File: src/shared/exec_pkg.sv
// Constants, encodings and state types for the bit-branch, bit-XOR and call execution unit.
package exec_pkg;
  localparam int unsigned TIMER_W = 4;

  // Opcodes served by the unit.
  localparam logic [7:0] OPC_BIT_JUMP = 8'h37;
  localparam logic [7:0] OPC_BIT_XOR = 8'h27;
  localparam logic [7:0] OPC_CALL_DIRECT = 8'hf6;
  localparam logic [7:0] OPC_CALL_PAIR = 8'hf4;
  localparam logic [7:0] OPC_CALL_VECTOR = 8'hd4;

  // Instruction lengths in bytes.
  localparam logic [15:0] LEN_BIT_JUMP = 16'h0003;
  localparam logic [15:0] LEN_BIT_XOR = 16'h0003;
  localparam logic [15:0] LEN_CALL_DIRECT = 16'h0003;
  localparam logic [15:0] LEN_CALL_PAIR = 16'h0002;
  localparam logic [15:0] LEN_CALL_VECTOR = 16'h0002;

  // Execution times in core clock cycles.
  localparam logic [TIMER_W-1:0] CYC_BIT_JUMP = 4'ha;
  localparam logic [TIMER_W-1:0] CYC_BIT_XOR = 4'h6;
  localparam logic [TIMER_W-1:0] CYC_CALL_DIRECT = 4'he;
  localparam logic [TIMER_W-1:0] CYC_CALL_PAIR = 4'hc;
  localparam logic [TIMER_W-1:0] CYC_CALL_VECTOR = 4'he;
  localparam logic [TIMER_W-1:0] CYC_ONE = 4'h1;

  // Second instruction byte layout: register nibble, bit index, form or sense bit.
  localparam int unsigned FLD_REG_HI = 7;
  localparam int unsigned FLD_REG_LO = 4;
  localparam int unsigned FLD_BIT_HI = 3;
  localparam int unsigned FLD_BIT_LO = 1;
  localparam int unsigned FLD_FORM = 0;

  // Condition flag positions.
  localparam int unsigned FLAG_C = 7;
  localparam int unsigned FLAG_Z = 6;
  localparam int unsigned FLAG_S = 5;
  localparam int unsigned FLAG_V = 4;
  localparam int unsigned FLAG_D = 3;
  localparam int unsigned FLAG_H = 2;

  // Stack moves down by two bytes per call.
  localparam logic [15:0] SP_STEP_ONE = 16'h0001;
  localparam logic [15:0] SP_STEP_TWO = 16'h0002;
  localparam logic [7:0] PAIR_STEP = 8'h01;

  typedef enum logic [2:0] {
    ST_IDLE,
    ST_ADDR1,
    ST_DATA1,
    ST_DATA2,
    ST_PUSH_LO,
    ST_PUSH_HI,
    ST_WAIT
  } exec_state_e;

  typedef enum logic [2:0] {
    K_BIT_JUMP,
    K_BIT_XOR,
    K_CALL_DIRECT,
    K_CALL_PAIR,
    K_CALL_VECTOR
  } op_kind_e;
endpackage : exec_pkg
File: src/logic/bit_branch_xor_call_exec.sv
// Execution unit for bit-test branches, single-bit exclusive-OR and subroutine calls.
// Operation
// RULE1: Jump-if-bit-clear adds displacement when bit zero.
// RULE2: Jump-if-bit-set adds displacement when bit one.
// RULE3: Opcode 37, three bytes, ten cycles, sense bit.
// RULE4: Displacement is a signed byte.
// RULE5: Branches and calls never change flags.
// RULE6: Bit XOR writes only the destination bit.
// RULE7: Bit XOR sets Z, clears S, keeps others.
// RULE8: Opcode 27, six cycles, form bit swaps roles.
// RULE9: Call pushes low byte, then high byte.
// RULE10: Pushed address follows the call instruction.
// RULE11: Call forms F6, F4, D4 with their timings.
// RULE12: Vector form reads high then low byte.
// RULE13: Displacement adds to address past branch.
`timescale 1ns/100ps
module bit_branch_xor_call_exec (
  input wire logic ref_clk_i,
  input wire logic rst_n_i,
  input wire logic start_i,
  input wire logic [7:0] opcode_i,
  input wire logic [7:0] operand1_i,
  input wire logic [7:0] operand2_i,
  input wire logic [15:0] pc_i,
  input wire logic [15:0] sp_i,
  input wire logic [7:0] flags_i,
  input wire logic [7:0] reg_rdata_i,
  input wire logic [7:0] pmem_rdata_i,
  output logic busy_o,
  output logic done_o,
  output logic reject_o,
  output logic [7:0] reg_addr_o,
  output logic reg_working_o,
  output logic reg_rd_o,
  output logic reg_we_o,
  output logic [7:0] reg_wdata_o,
  output logic [15:0] pmem_addr_o,
  output logic pmem_rd_o,
  output logic stack_we_o,
  output logic [15:0] stack_addr_o,
  output logic [7:0] stack_wdata_o,
  output logic [15:0] pc_o,
  output logic pc_load_o,
  output logic [15:0] sp_o,
  output logic sp_load_o,
  output logic [7:0] flags_o,
  output logic flags_we_o
);
  import exec_pkg::*;
  exec_state_e state, next_state;
  op_kind_e kind, next_kind;
  logic [7:0] byte2, next_byte2, byte3, next_byte3, first_byte, next_first_byte;
  logic [7:0] flags_q, next_flags_q, res_flags, next_res_flags, rd_data, merged;
  logic [7:0] next_reg_addr, next_reg_wdata, next_stack_wdata, next_flags;
  logic [15:0] ret_pc, next_ret_pc, sp_q, next_sp_q, target, next_target, res_pc, next_res_pc;
  logic [15:0] next_pmem_addr, next_stack_addr, next_pc, next_sp;
  logic next_busy, next_done, next_reject, next_reg_working, next_reg_rd, next_reg_we;
  logic next_pmem_rd, next_stack_we, next_pc_load, next_sp_load, next_flags_we;
  logic timer_load, timer_expire, tested_bit, result_bit;
  logic [TIMER_W-1:0] timer_val;
  logic [2:0] bit_idx;
  cycle_timer #(.WIDTH(TIMER_W)) u_timer (
    .ref_clk_i(ref_clk_i), .rst_n_i(rst_n_i),
    .load_i(timer_load), .load_val_i(timer_val),
    .expire_o(timer_expire)
  );
  always_comb begin
    next_state = state;
    next_kind = kind;
    next_byte2 = byte2;
    next_byte3 = byte3;
    next_ret_pc = ret_pc;
    next_sp_q = sp_q;
    next_flags_q = flags_q;
    next_first_byte = first_byte;
    next_target = target;
    next_res_pc = res_pc;
    next_res_flags = res_flags;
    next_done = 1'b0;
    next_reject = 1'b0;
    next_reg_addr = reg_addr_o;
    next_reg_working = reg_working_o;
    next_reg_rd = 1'b0;
    next_reg_we = 1'b0;
    next_reg_wdata = reg_wdata_o;
    next_pmem_addr = pmem_addr_o;
    next_pmem_rd = 1'b0;
    next_stack_we = 1'b0;
    next_stack_addr = stack_addr_o;
    next_stack_wdata = stack_wdata_o;
    next_pc = pc_o;
    next_pc_load = 1'b0;
    next_sp = sp_o;
    next_sp_load = 1'b0;
    next_flags = flags_o;
    next_flags_we = 1'b0;
    timer_load = 1'b0;
    timer_val = '0;
    rd_data = (kind == K_CALL_VECTOR) ? pmem_rdata_i : reg_rdata_i;
    bit_idx = byte2[FLD_BIT_HI:FLD_BIT_LO];
    tested_bit = rd_data[bit_idx];
    result_bit = first_byte[0] ^ tested_bit; // RULE6
    merged = rd_data;
    merged[bit_idx] = result_bit; // RULE6
    case (state)
      ST_IDLE: begin
        if (start_i) begin
          next_byte2 = operand1_i;
          next_byte3 = operand2_i;
          next_sp_q = sp_i;
          next_flags_q = flags_i;
          timer_load = 1'b1;
          next_state = ST_ADDR1;
          next_reg_addr = {4'h0, operand1_i[FLD_REG_HI:FLD_REG_LO]};
          next_reg_working = 1'b1;
          next_reg_rd = 1'b1;
          if (opcode_i == OPC_BIT_JUMP) begin
            next_kind = K_BIT_JUMP;
            next_ret_pc = pc_i + LEN_BIT_JUMP; // RULE13
            timer_val = CYC_BIT_JUMP - CYC_ONE; // RULE3
          end else if (opcode_i == OPC_BIT_XOR) begin
            next_kind = K_BIT_XOR;
            next_ret_pc = pc_i + LEN_BIT_XOR;
            timer_val = CYC_BIT_XOR - CYC_ONE; // RULE8
          end else if (opcode_i == OPC_CALL_DIRECT) begin
            next_kind = K_CALL_DIRECT;
            next_ret_pc = pc_i + LEN_CALL_DIRECT; // RULE10
            next_target = {operand1_i, operand2_i};
            timer_val = CYC_CALL_DIRECT - CYC_ONE; // RULE11
            next_reg_rd = 1'b0;
            next_state = ST_PUSH_LO;
          end else if (opcode_i == OPC_CALL_PAIR) begin
            next_kind = K_CALL_PAIR;
            next_ret_pc = pc_i + LEN_CALL_PAIR; // RULE10
            timer_val = CYC_CALL_PAIR - CYC_ONE; // RULE11
            next_reg_addr = operand1_i;
            next_reg_working = 1'b0;
          end else if (opcode_i == OPC_CALL_VECTOR) begin
            next_kind = K_CALL_VECTOR;
            next_ret_pc = pc_i + LEN_CALL_VECTOR; // RULE10
            timer_val = CYC_CALL_VECTOR - CYC_ONE; // RULE11
            next_reg_rd = 1'b0;
            next_pmem_addr = {8'h00, operand1_i}; // RULE12
            next_pmem_rd = 1'b1;
          end else begin
            // Unknown opcodes belong to other execution units and are bounced at once.
            next_reg_rd = 1'b0;
            next_reject = 1'b1;
            next_state = ST_IDLE;
          end
        end
      end
      ST_ADDR1: begin
        next_res_pc = ret_pc;
        next_state = ST_DATA1;
        if (kind == K_BIT_XOR) begin
          next_reg_addr = byte3;
          next_reg_working = 1'b0;
          next_reg_rd = 1'b1;
        end else if (kind == K_CALL_PAIR) begin
          next_reg_addr = reg_addr_o + PAIR_STEP;
          next_reg_rd = 1'b1;
        end else if (kind == K_CALL_VECTOR) begin
          next_pmem_addr = {8'h00, byte2 + PAIR_STEP}; // RULE12
          next_pmem_rd = 1'b1;
        end
      end
      ST_DATA1: begin
        next_first_byte = rd_data;
        next_state = ST_DATA2;
        if (kind == K_BIT_JUMP) begin
          next_state = ST_WAIT;
          // Sense bit low jumps on a clear bit, high on a set bit.
          if (tested_bit == byte2[FLD_FORM]) begin // RULE1 RULE2 RULE3
            next_res_pc = ret_pc + {{8{byte3[7]}}, byte3}; // RULE4 RULE13
          end
        end
      end
      ST_DATA2: begin
        next_state = ST_PUSH_LO;
        if (kind == K_BIT_XOR) begin
          next_state = ST_WAIT;
          next_reg_we = 1'b1;
          if (byte2[FLD_FORM] == 1'b0) begin // RULE8
            next_reg_addr = {4'h0, byte2[FLD_REG_HI:FLD_REG_LO]};
            next_reg_working = 1'b1;
            next_reg_wdata = {first_byte[7:1], result_bit}; // RULE6
          end else begin
            next_reg_addr = byte3;
            next_reg_working = 1'b0;
            next_reg_wdata = merged; // RULE6
          end
          // Overflow is left as it was; the other untouched flags keep their values.
          next_res_flags = flags_q;
          next_res_flags[FLAG_Z] = ~result_bit; // RULE7
          next_res_flags[FLAG_S] = 1'b0; // RULE7
        end else begin
          next_target = {first_byte, rd_data}; // RULE12
        end
      end
      ST_PUSH_LO: begin
        next_stack_we = 1'b1;
        next_stack_addr = sp_q - SP_STEP_ONE; // RULE9
        next_stack_wdata = ret_pc[7:0]; // RULE9 RULE10
        next_state = ST_PUSH_HI;
      end
      ST_PUSH_HI: begin
        next_stack_we = 1'b1;
        next_stack_addr = sp_q - SP_STEP_TWO; // RULE9
        next_stack_wdata = ret_pc[15:8]; // RULE9 RULE10
        next_res_pc = target; // RULE9
        next_state = ST_WAIT;
      end
      ST_WAIT: begin
        if (timer_expire) begin
          next_done = 1'b1;
          next_pc = res_pc;
          next_pc_load = 1'b1;
          next_state = ST_IDLE;
          if (kind == K_BIT_XOR) begin
            next_flags = res_flags;
            next_flags_we = 1'b1; // RULE5 RULE7
          end else if (kind != K_BIT_JUMP) begin
            next_sp = sp_q - SP_STEP_TWO; // RULE9
            next_sp_load = 1'b1;
          end
        end
      end
      default: next_state = ST_IDLE;
    endcase
    next_busy = (next_state != ST_IDLE);
  end
  always_ff @(posedge ref_clk_i or negedge rst_n_i) begin
    if (!rst_n_i) begin
      state <= ST_IDLE;
      kind <= K_BIT_JUMP;
      byte2 <= 8'h00;
      byte3 <= 8'h00;
      ret_pc <= 16'h0000;
      sp_q <= 16'h0000;
      flags_q <= 8'h00;
      first_byte <= 8'h00;
      target <= 16'h0000;
      res_pc <= 16'h0000;
      res_flags <= 8'h00;
      busy_o <= 1'b0;
      done_o <= 1'b0;
      reject_o <= 1'b0;
      reg_addr_o <= 8'h00;
      reg_working_o <= 1'b0;
      reg_rd_o <= 1'b0;
      reg_we_o <= 1'b0;
      reg_wdata_o <= 8'h00;
      pmem_addr_o <= 16'h0000;
      pmem_rd_o <= 1'b0;
      stack_we_o <= 1'b0;
      stack_addr_o <= 16'h0000;
      stack_wdata_o <= 8'h00;
      pc_o <= 16'h0000;
      pc_load_o <= 1'b0;
      sp_o <= 16'h0000;
      sp_load_o <= 1'b0;
      flags_o <= 8'h00;
      flags_we_o <= 1'b0;
    end else begin
      state <= next_state;
      kind <= next_kind;
      byte2 <= next_byte2;
      byte3 <= next_byte3;
      ret_pc <= next_ret_pc;
      sp_q <= next_sp_q;
      flags_q <= next_flags_q;
      first_byte <= next_first_byte;
      target <= next_target;
      res_pc <= next_res_pc;
      res_flags <= next_res_flags;
      busy_o <= next_busy;
      done_o <= next_done;
      reject_o <= next_reject;
      reg_addr_o <= next_reg_addr;
      reg_working_o <= next_reg_working;
      reg_rd_o <= next_reg_rd;
      reg_we_o <= next_reg_we;
      reg_wdata_o <= next_reg_wdata;
      pmem_addr_o <= next_pmem_addr;
      pmem_rd_o <= next_pmem_rd;
      stack_we_o <= next_stack_we;
      stack_addr_o <= next_stack_addr;
      stack_wdata_o <= next_stack_wdata;
      pc_o <= next_pc;
      pc_load_o <= next_pc_load;
      sp_o <= next_sp;
      sp_load_o <= next_sp_load;
      flags_o <= next_flags;
      flags_we_o <= next_flags_we;
    end
  end
endmodule : bit_branch_xor_call_exec

File: src/logic/cycle_timer.sv
// Down-counter that marks the cycle before the last of an instruction's execution time.
`timescale 1ns/100ps
module cycle_timer #(
  parameter int unsigned WIDTH = 4
) (
  input wire logic ref_clk_i,
  input wire logic rst_n_i,
  input wire logic load_i,
  input wire logic [WIDTH-1:0] load_val_i,
  output logic expire_o
);
  logic [WIDTH-1:0] count;
  logic [WIDTH-1:0] next_count;

  always_comb begin
    next_count = count;
    if (load_i) begin
      next_count = load_val_i;
    end else if (count != '0) begin
      next_count = count - WIDTH'(1);
    end
  end

  always_ff @(posedge ref_clk_i or negedge rst_n_i) begin
    if (!rst_n_i) begin
      count <= '0;
    end else begin
      count <= next_count;
    end
  end

  assign expire_o = (count == WIDTH'(1));
endmodule : cycle_timer

File: config.mk
export PLATFORM = sky130hd
export DESIGN_NAME = bit_branch_xor_call_exec
export DESIGN_NICKNAME = d
export VERILOG_FILES = /design/src/shared/exec_pkg.sv /design/src/logic/bit_branch_xor_call_exec.sv /design/src/logic/cycle_timer.sv
export SDC_FILE = /design/constraint.sdc
export NUM_CORES = 1
export LEC_CHECK = 0
export BUFFER_PORTS_ARGS = -buffer_cell sky130_fd_sc_hd__buf_2
export CAP_MARGIN = 15
export CELL_PAD_IN_SITES_DETAIL_PLACEMENT = 0
export CELL_PAD_IN_SITES_GLOBAL_PLACEMENT = 1
export CORE_MARGIN = 2
export CORE_UTILIZATION = 39
export DETAILED_ROUTE_END_ITERATION = 16
export PLACE_DENSITY_LB_ADDON = 0.1
export SLEW_MARGIN = 20
export SYNTH_ARGS = -nofsm -noshare
export SYNTH_HDL_FRONTEND = slang
export SYNTH_SLANG_ARGS = --single-unit
File: constraint.sdc
create_clock -name ref_clk_i -period 3 [get_ports ref_clk_i]
set_clock_uncertainty 0.1 [all_clocks]
set_input_delay 0.6 -clock ref_clk_i [delete_from_list [all_inputs] [get_ports ref_clk_i]]
set_output_delay 0.6 -clock ref_clk_i [all_outputs]
set_load 0.01 [all_outputs]
==> summary.txt <==
Pwr
  • Static Leakage: 0.00668 uW
  • Logic gate share of total power: 0.384
  • P_sw: 5000 uW
  • Total Power: 12500 uW
  • Cell area power density: 922 mW/mm^2
  • Internal power summed over all cells: 7540 uW
  • Share of total power consumed by net switching: 0.399
  • Largest vdd supply drop: 0.495 mV
  • Clock network fraction of total power: 0.241
  • Proportion of power drawn by flip-flops and latches: 0.375

Clocking
  • Maximum number of buffers from clock root to sink: 3
  • Number of H-tree levels: 1
  • Clock net sink count: 208
  • Clk pin slew, worst setup/hold paths: 60 ps
  • Root buffer cell: sky130_fd_sc_hd__clkbuf_16
  • Clock latency at the later pin of the worst-skew pair: 540 ps
  • Post-CTS repair timing setup buffer count: 0
  • CTS Buf Count: 25
  • CTS tree: built

Timing
  • Slew at the pin closest to its max-slew limit: 752 ps
  • Min Tclk post-route: 2940 ps
  • Slew margin rel.: 0.497
  • Max Fclk: 340 MHz
  • Worst setup slack after layout: 56.9 ps
  • Share of the clock period used by the worst path after layout: 0.981
  • Setup violations, final: 0
  • Number of endpoints with negative hold slack in the final report: 0
  • Post-Route Setup TNS: 0 ps
  • Setup repair after global routing missed its margin: no
  • Count of final max-slew check failures: 0

Critical path
  • Worst setup slack for register-to-register paths: 60 ps
  • Cell Chain, Critical Path: or3b_4 -> buf_4 -> o211a_4 -> o311ai_2 -> and3_4 -> mux2_2
  • R2r worst-path depth: 6
  • Crit path arrival time: 3250 ps
  • Launching point of the worst reg2reg path: kind[0]$_DFFE_PN0P_
  • Count of buffer and inverter cells on the critical path: 1
  • Gate family responsible for the most delay along the worst path: simple AND/OR/NAND/NOR gates
  • Peak fanout along the critical path: 16
  • Required time at the worst-slack endpoint: 3300 ps
  • Startpoint types: register
  • Critical path type: register to register
  • Crit. End Element: register
  • Reg-to-Reg End: res_pc[3]$_DFFE_PN0P_
  • Delay contributed by the slowest stage of the critical path: 490 ps
  • Slowest stage cell on the critical path: sky130_fd_sc_hd__dfrtp_1

Layout
  • Area occupied by multi-input gates: 0.00569 sq mm
  • Seq. cell area: 0.00520 sq mm
  • Antenna diodes: 0
  • Post-synthesis to final-layout area growth: 20.0%
  • Share of cells above drive strength 1: 0.218
  • Number of filler cells placed in the layout: 2854
  • Nets: 1542
  • Number of standard cells in the layout, taps in and fillers out: 1835

Synth
  • Share of synthesized area occupied by flip-flops and latches: 0.459
  • Share of flip-flops with an asynchronous set or reset: 1.00
  • Post-synth design cell area: 0.0113 sq mm
  • Count of flip-flops with a built-in enable after synthesis: 0
  • Instance count of the mapped netlist: 1254
  • Mean area per synthesized cell: 9.04 sq um
  • Number of synthesized register bits: 208
  • Count of different cell masters after synthesis: 79
  • Prevailing post-synth register cell: sky130_fd_sc_hd__dfrtp_1
  • Count of yosys warnings during synthesis: 0

Global routing
  • Tot GR Track Use: 0.224
  • Pin count of the biggest net entering global routing: 82
  • First-pass GRT wire length: 54100 um
  • Number of antenna violations at the first check in global routing: 0
  • Total gr overflow: 0
  • Vias in the first global route: 9360

Worst hold path
  • Hold path startpoint: flags_i[7]
  • Number of stages on the worst hold path: 3
  • Hold path endpoint: flags_q[7]$_DFFE_PN0P_
  • Hold WC Path Type: input port to register

Routing
  • Average wire per cell in the routed design: 18.7 um
  • Number of nets with antenna violations after routing: 0
  • Vias/cell: 5.27
  • Drt total wl: 34400 um
  • Initial drt markers: 670
  • Remaining routing DRC violations: 0
  • Number of detailed-routing iterations run before antenna repair: 8
  • Via count: 9669

Floorplanning
  • Total number of placement rows: 62
  • Die Span X: 174 um
  • Number of top-level pins: 190
  • Total die area: 0.0304 sq mm
  • Total core area: 0.0286 sq mm
  • Initial Utilization: 0.396
  • DIE HEIGHT: 174 um

Placed design
  • Port Buf Inserts: 178
  • Routability cong.: 0.880
  • Half-perimeter wire length after detailed placement: 25800 um
  • Place WS: 120 ps
  • Number of cells in the design after placement: 1788

Job
  • Count of max-cap constraint violations: 0

Outcome
  • Result of the run: finished, final reports clean
## routing by layer
layer | routed length, um | vias to the layer above | global-route usage | share of wire
li1 | - | 4726 | - | -
met1 | 16700 | 4658 | 0.335 | 0.49
met2 | 15400 | 251 | 0.351 | 0.45
met3 | 1680 | 34 | 0.0282 | 0.049
met4 | 506 | 0 | 0.0424 | 0.015
met5 | 0 | - | 0 | 0
## area by class of cell
| class | instances | area share |
|---|---|---|
| repair buffers | 225 | 0.0951 |
| well taps | 384 | 0.0353 |
| multi-input cells | 944 | 0.419 |
| flip-flops and latches | 208 | 0.383 |
| inverters | 28 | 0.00773 |
| clock buffers | 37 | 0.0538 |
| clock inverters | 9 | 0.00654 |
## layout by cell type (no fill, tap or decap), drive strengths merged, types with 19 or more instances in the layout
| cell | instances |
|---|---|
| a21oi | 46 |
| buf | 223 |
| clkbuf | 38 |
| dfrtp | 208 |
| ha | 26 |
| inv | 29 |
| mux2 | 32 |
| mux2i | 35 |
| nand2 | 306 |
| nor2 | 69 |
| o21ai | 116 |
| xnor2 | 19 |
| xor2 | 39 |
## sequential cells by signal, indices dropped and copies added, names as in the netlist, 3 cells and up
register       flops
u_timer.count      4
stack_addr_o      16
sp_o              16
reg_addr_o         8
target            16
flags_q            6
flags_o            7
byte3              8
state              3
first_byte         8
ret_pc            16
pmem_addr_o        8
reg_wdata_o        8
sp_q              16
stack_wdata_o      8
kind               3
res_flags          7
pc_o              16
res_pc            16
byte2              8
## cell usage after synthesis, drive strengths merged, types with 4 or more instances
| cell type | count | area share |
|---|---|---|
| o21ai | 116 | 0.051 |
| o2111ai | 12 | 0.0093 |
| nand2b | 8 | 0.0044 |
| o211ai | 12 | 0.0080 |
| nor3 | 15 | 0.0066 |
| a211oi | 8 | 0.0053 |
| a21oi | 46 | 0.020 |
| o22ai | 4 | 0.0022 |
| nand3b | 5 | 0.0033 |
| xnor2 | 19 | 0.015 |
| o21bai | 5 | 0.0033 |
| dfrtp | 208 | 0.46 |
| inv | 27 | 0.0089 |
| clkbuf | 61 | 0.020 |
| a222oi | 6 | 0.0053 |
| nor2b | 5 | 0.0028 |
| nor2 | 69 | 0.023 |
| and2 | 9 | 0.0050 |
| mux2i | 35 | 0.031 |
| a21o | 11 | 0.0073 |
| o221ai | 5 | 0.0044 |
| o21a | 7 | 0.0046 |
| nor4 | 5 | 0.0028 |
| nand2 | 306 | 0.10 |
| buf | 21 | 0.014 |
| mux2 | 32 | 0.033 |
| a31oi | 16 | 0.0088 |
| and3 | 17 | 0.0098 |
| o31ai | 7 | 0.0046 |
| nor3b | 12 | 0.0080 |
| ha | 26 | 0.029 |
| xor2 | 39 | 0.030 |
| nand3 | 16 | 0.0071 |
| a22oi | 9 | 0.0060 |
| nand4 | 5 | 0.0028 |
## through the flow
stage | utilization | area, sq um | hold slack, ps
3_5_place_dp | 0.445 | 12700 | 352
4_1_cts | 0.474 | 13600 | 142
6_report | 0.475 | 13600 | 156
3_3_place_gp | 0.445 | 12700 | 354
2_1_floorplan | - | 11400 | 204
5_1_grt | 0.475 | 13600 | 156
## cells by family after synthesis
logic type	Yosys count	share of synthesized area
AOI/OAI and AO/OA	297	0.169
muxes	68	0.0660
DFF	208	0.459
xor gates and xnor gates	58	0.0448
buffers and inverters	110	0.0438
other	1	0.000331
and+or+nand+nor	485	0.187
adders and majority gates	27	0.0305
## power by group through the flow
stage | sequential, uW | combinational [uW] | clock, uW
floorplan | 4560 | 3190 | 0
global placement | 4740 | 4730 | 0
detailed placement | 4750 | 4790 | 0
CTS | 4710 | 4810 | 3090
global route | 4830 | 5400 | 3200
finish | 4700 | 4810 | 3020
## worst max-delay path by stage
stage,start,endpoint,slack (ps),cells after the start
2_1_floorplan,kind[1]$_DFFE_PN0P_,res_pc[10]$_DFFE_PN0P_,110,10
3_3_place_gp,kind[0]$_DFFE_PN0P_,res_pc[6]$_DFFE_PN0P_,170,6
3_5_place_dp,kind[0]$_DFFE_PN0P_,res_pc[3]$_DFFE_PN0P_,120,6
4_1_cts,kind[0]$_DFFE_PN0P_,res_pc[3]$_DFFE_PN0P_,100,6
5_1_grt,kind[0]$_DFFE_PN0P_,res_pc[3]$_DFFE_PN0P_,8,6
6_report,kind[0]$_DFFE_PN0P_,res_pc[3]$_DFFE_PN0P_,60,6
## worst min-delay path: cells and delay by family
family / cells / cell delay [ps]
buf+inv: 1 / 70
simple gates: 2 / 80
## what timing repair did
| item | CTS | global route |
|---|---|---|
| gates resized for setup | 0 | 3 |
| hold buffers | 1 | 0 |
| endpoints found under the setup margin | 0 | 2 |
| hold endpoints to repair | 35 | 0 |
Note: power is estimated with default switching activity, not from simulation.
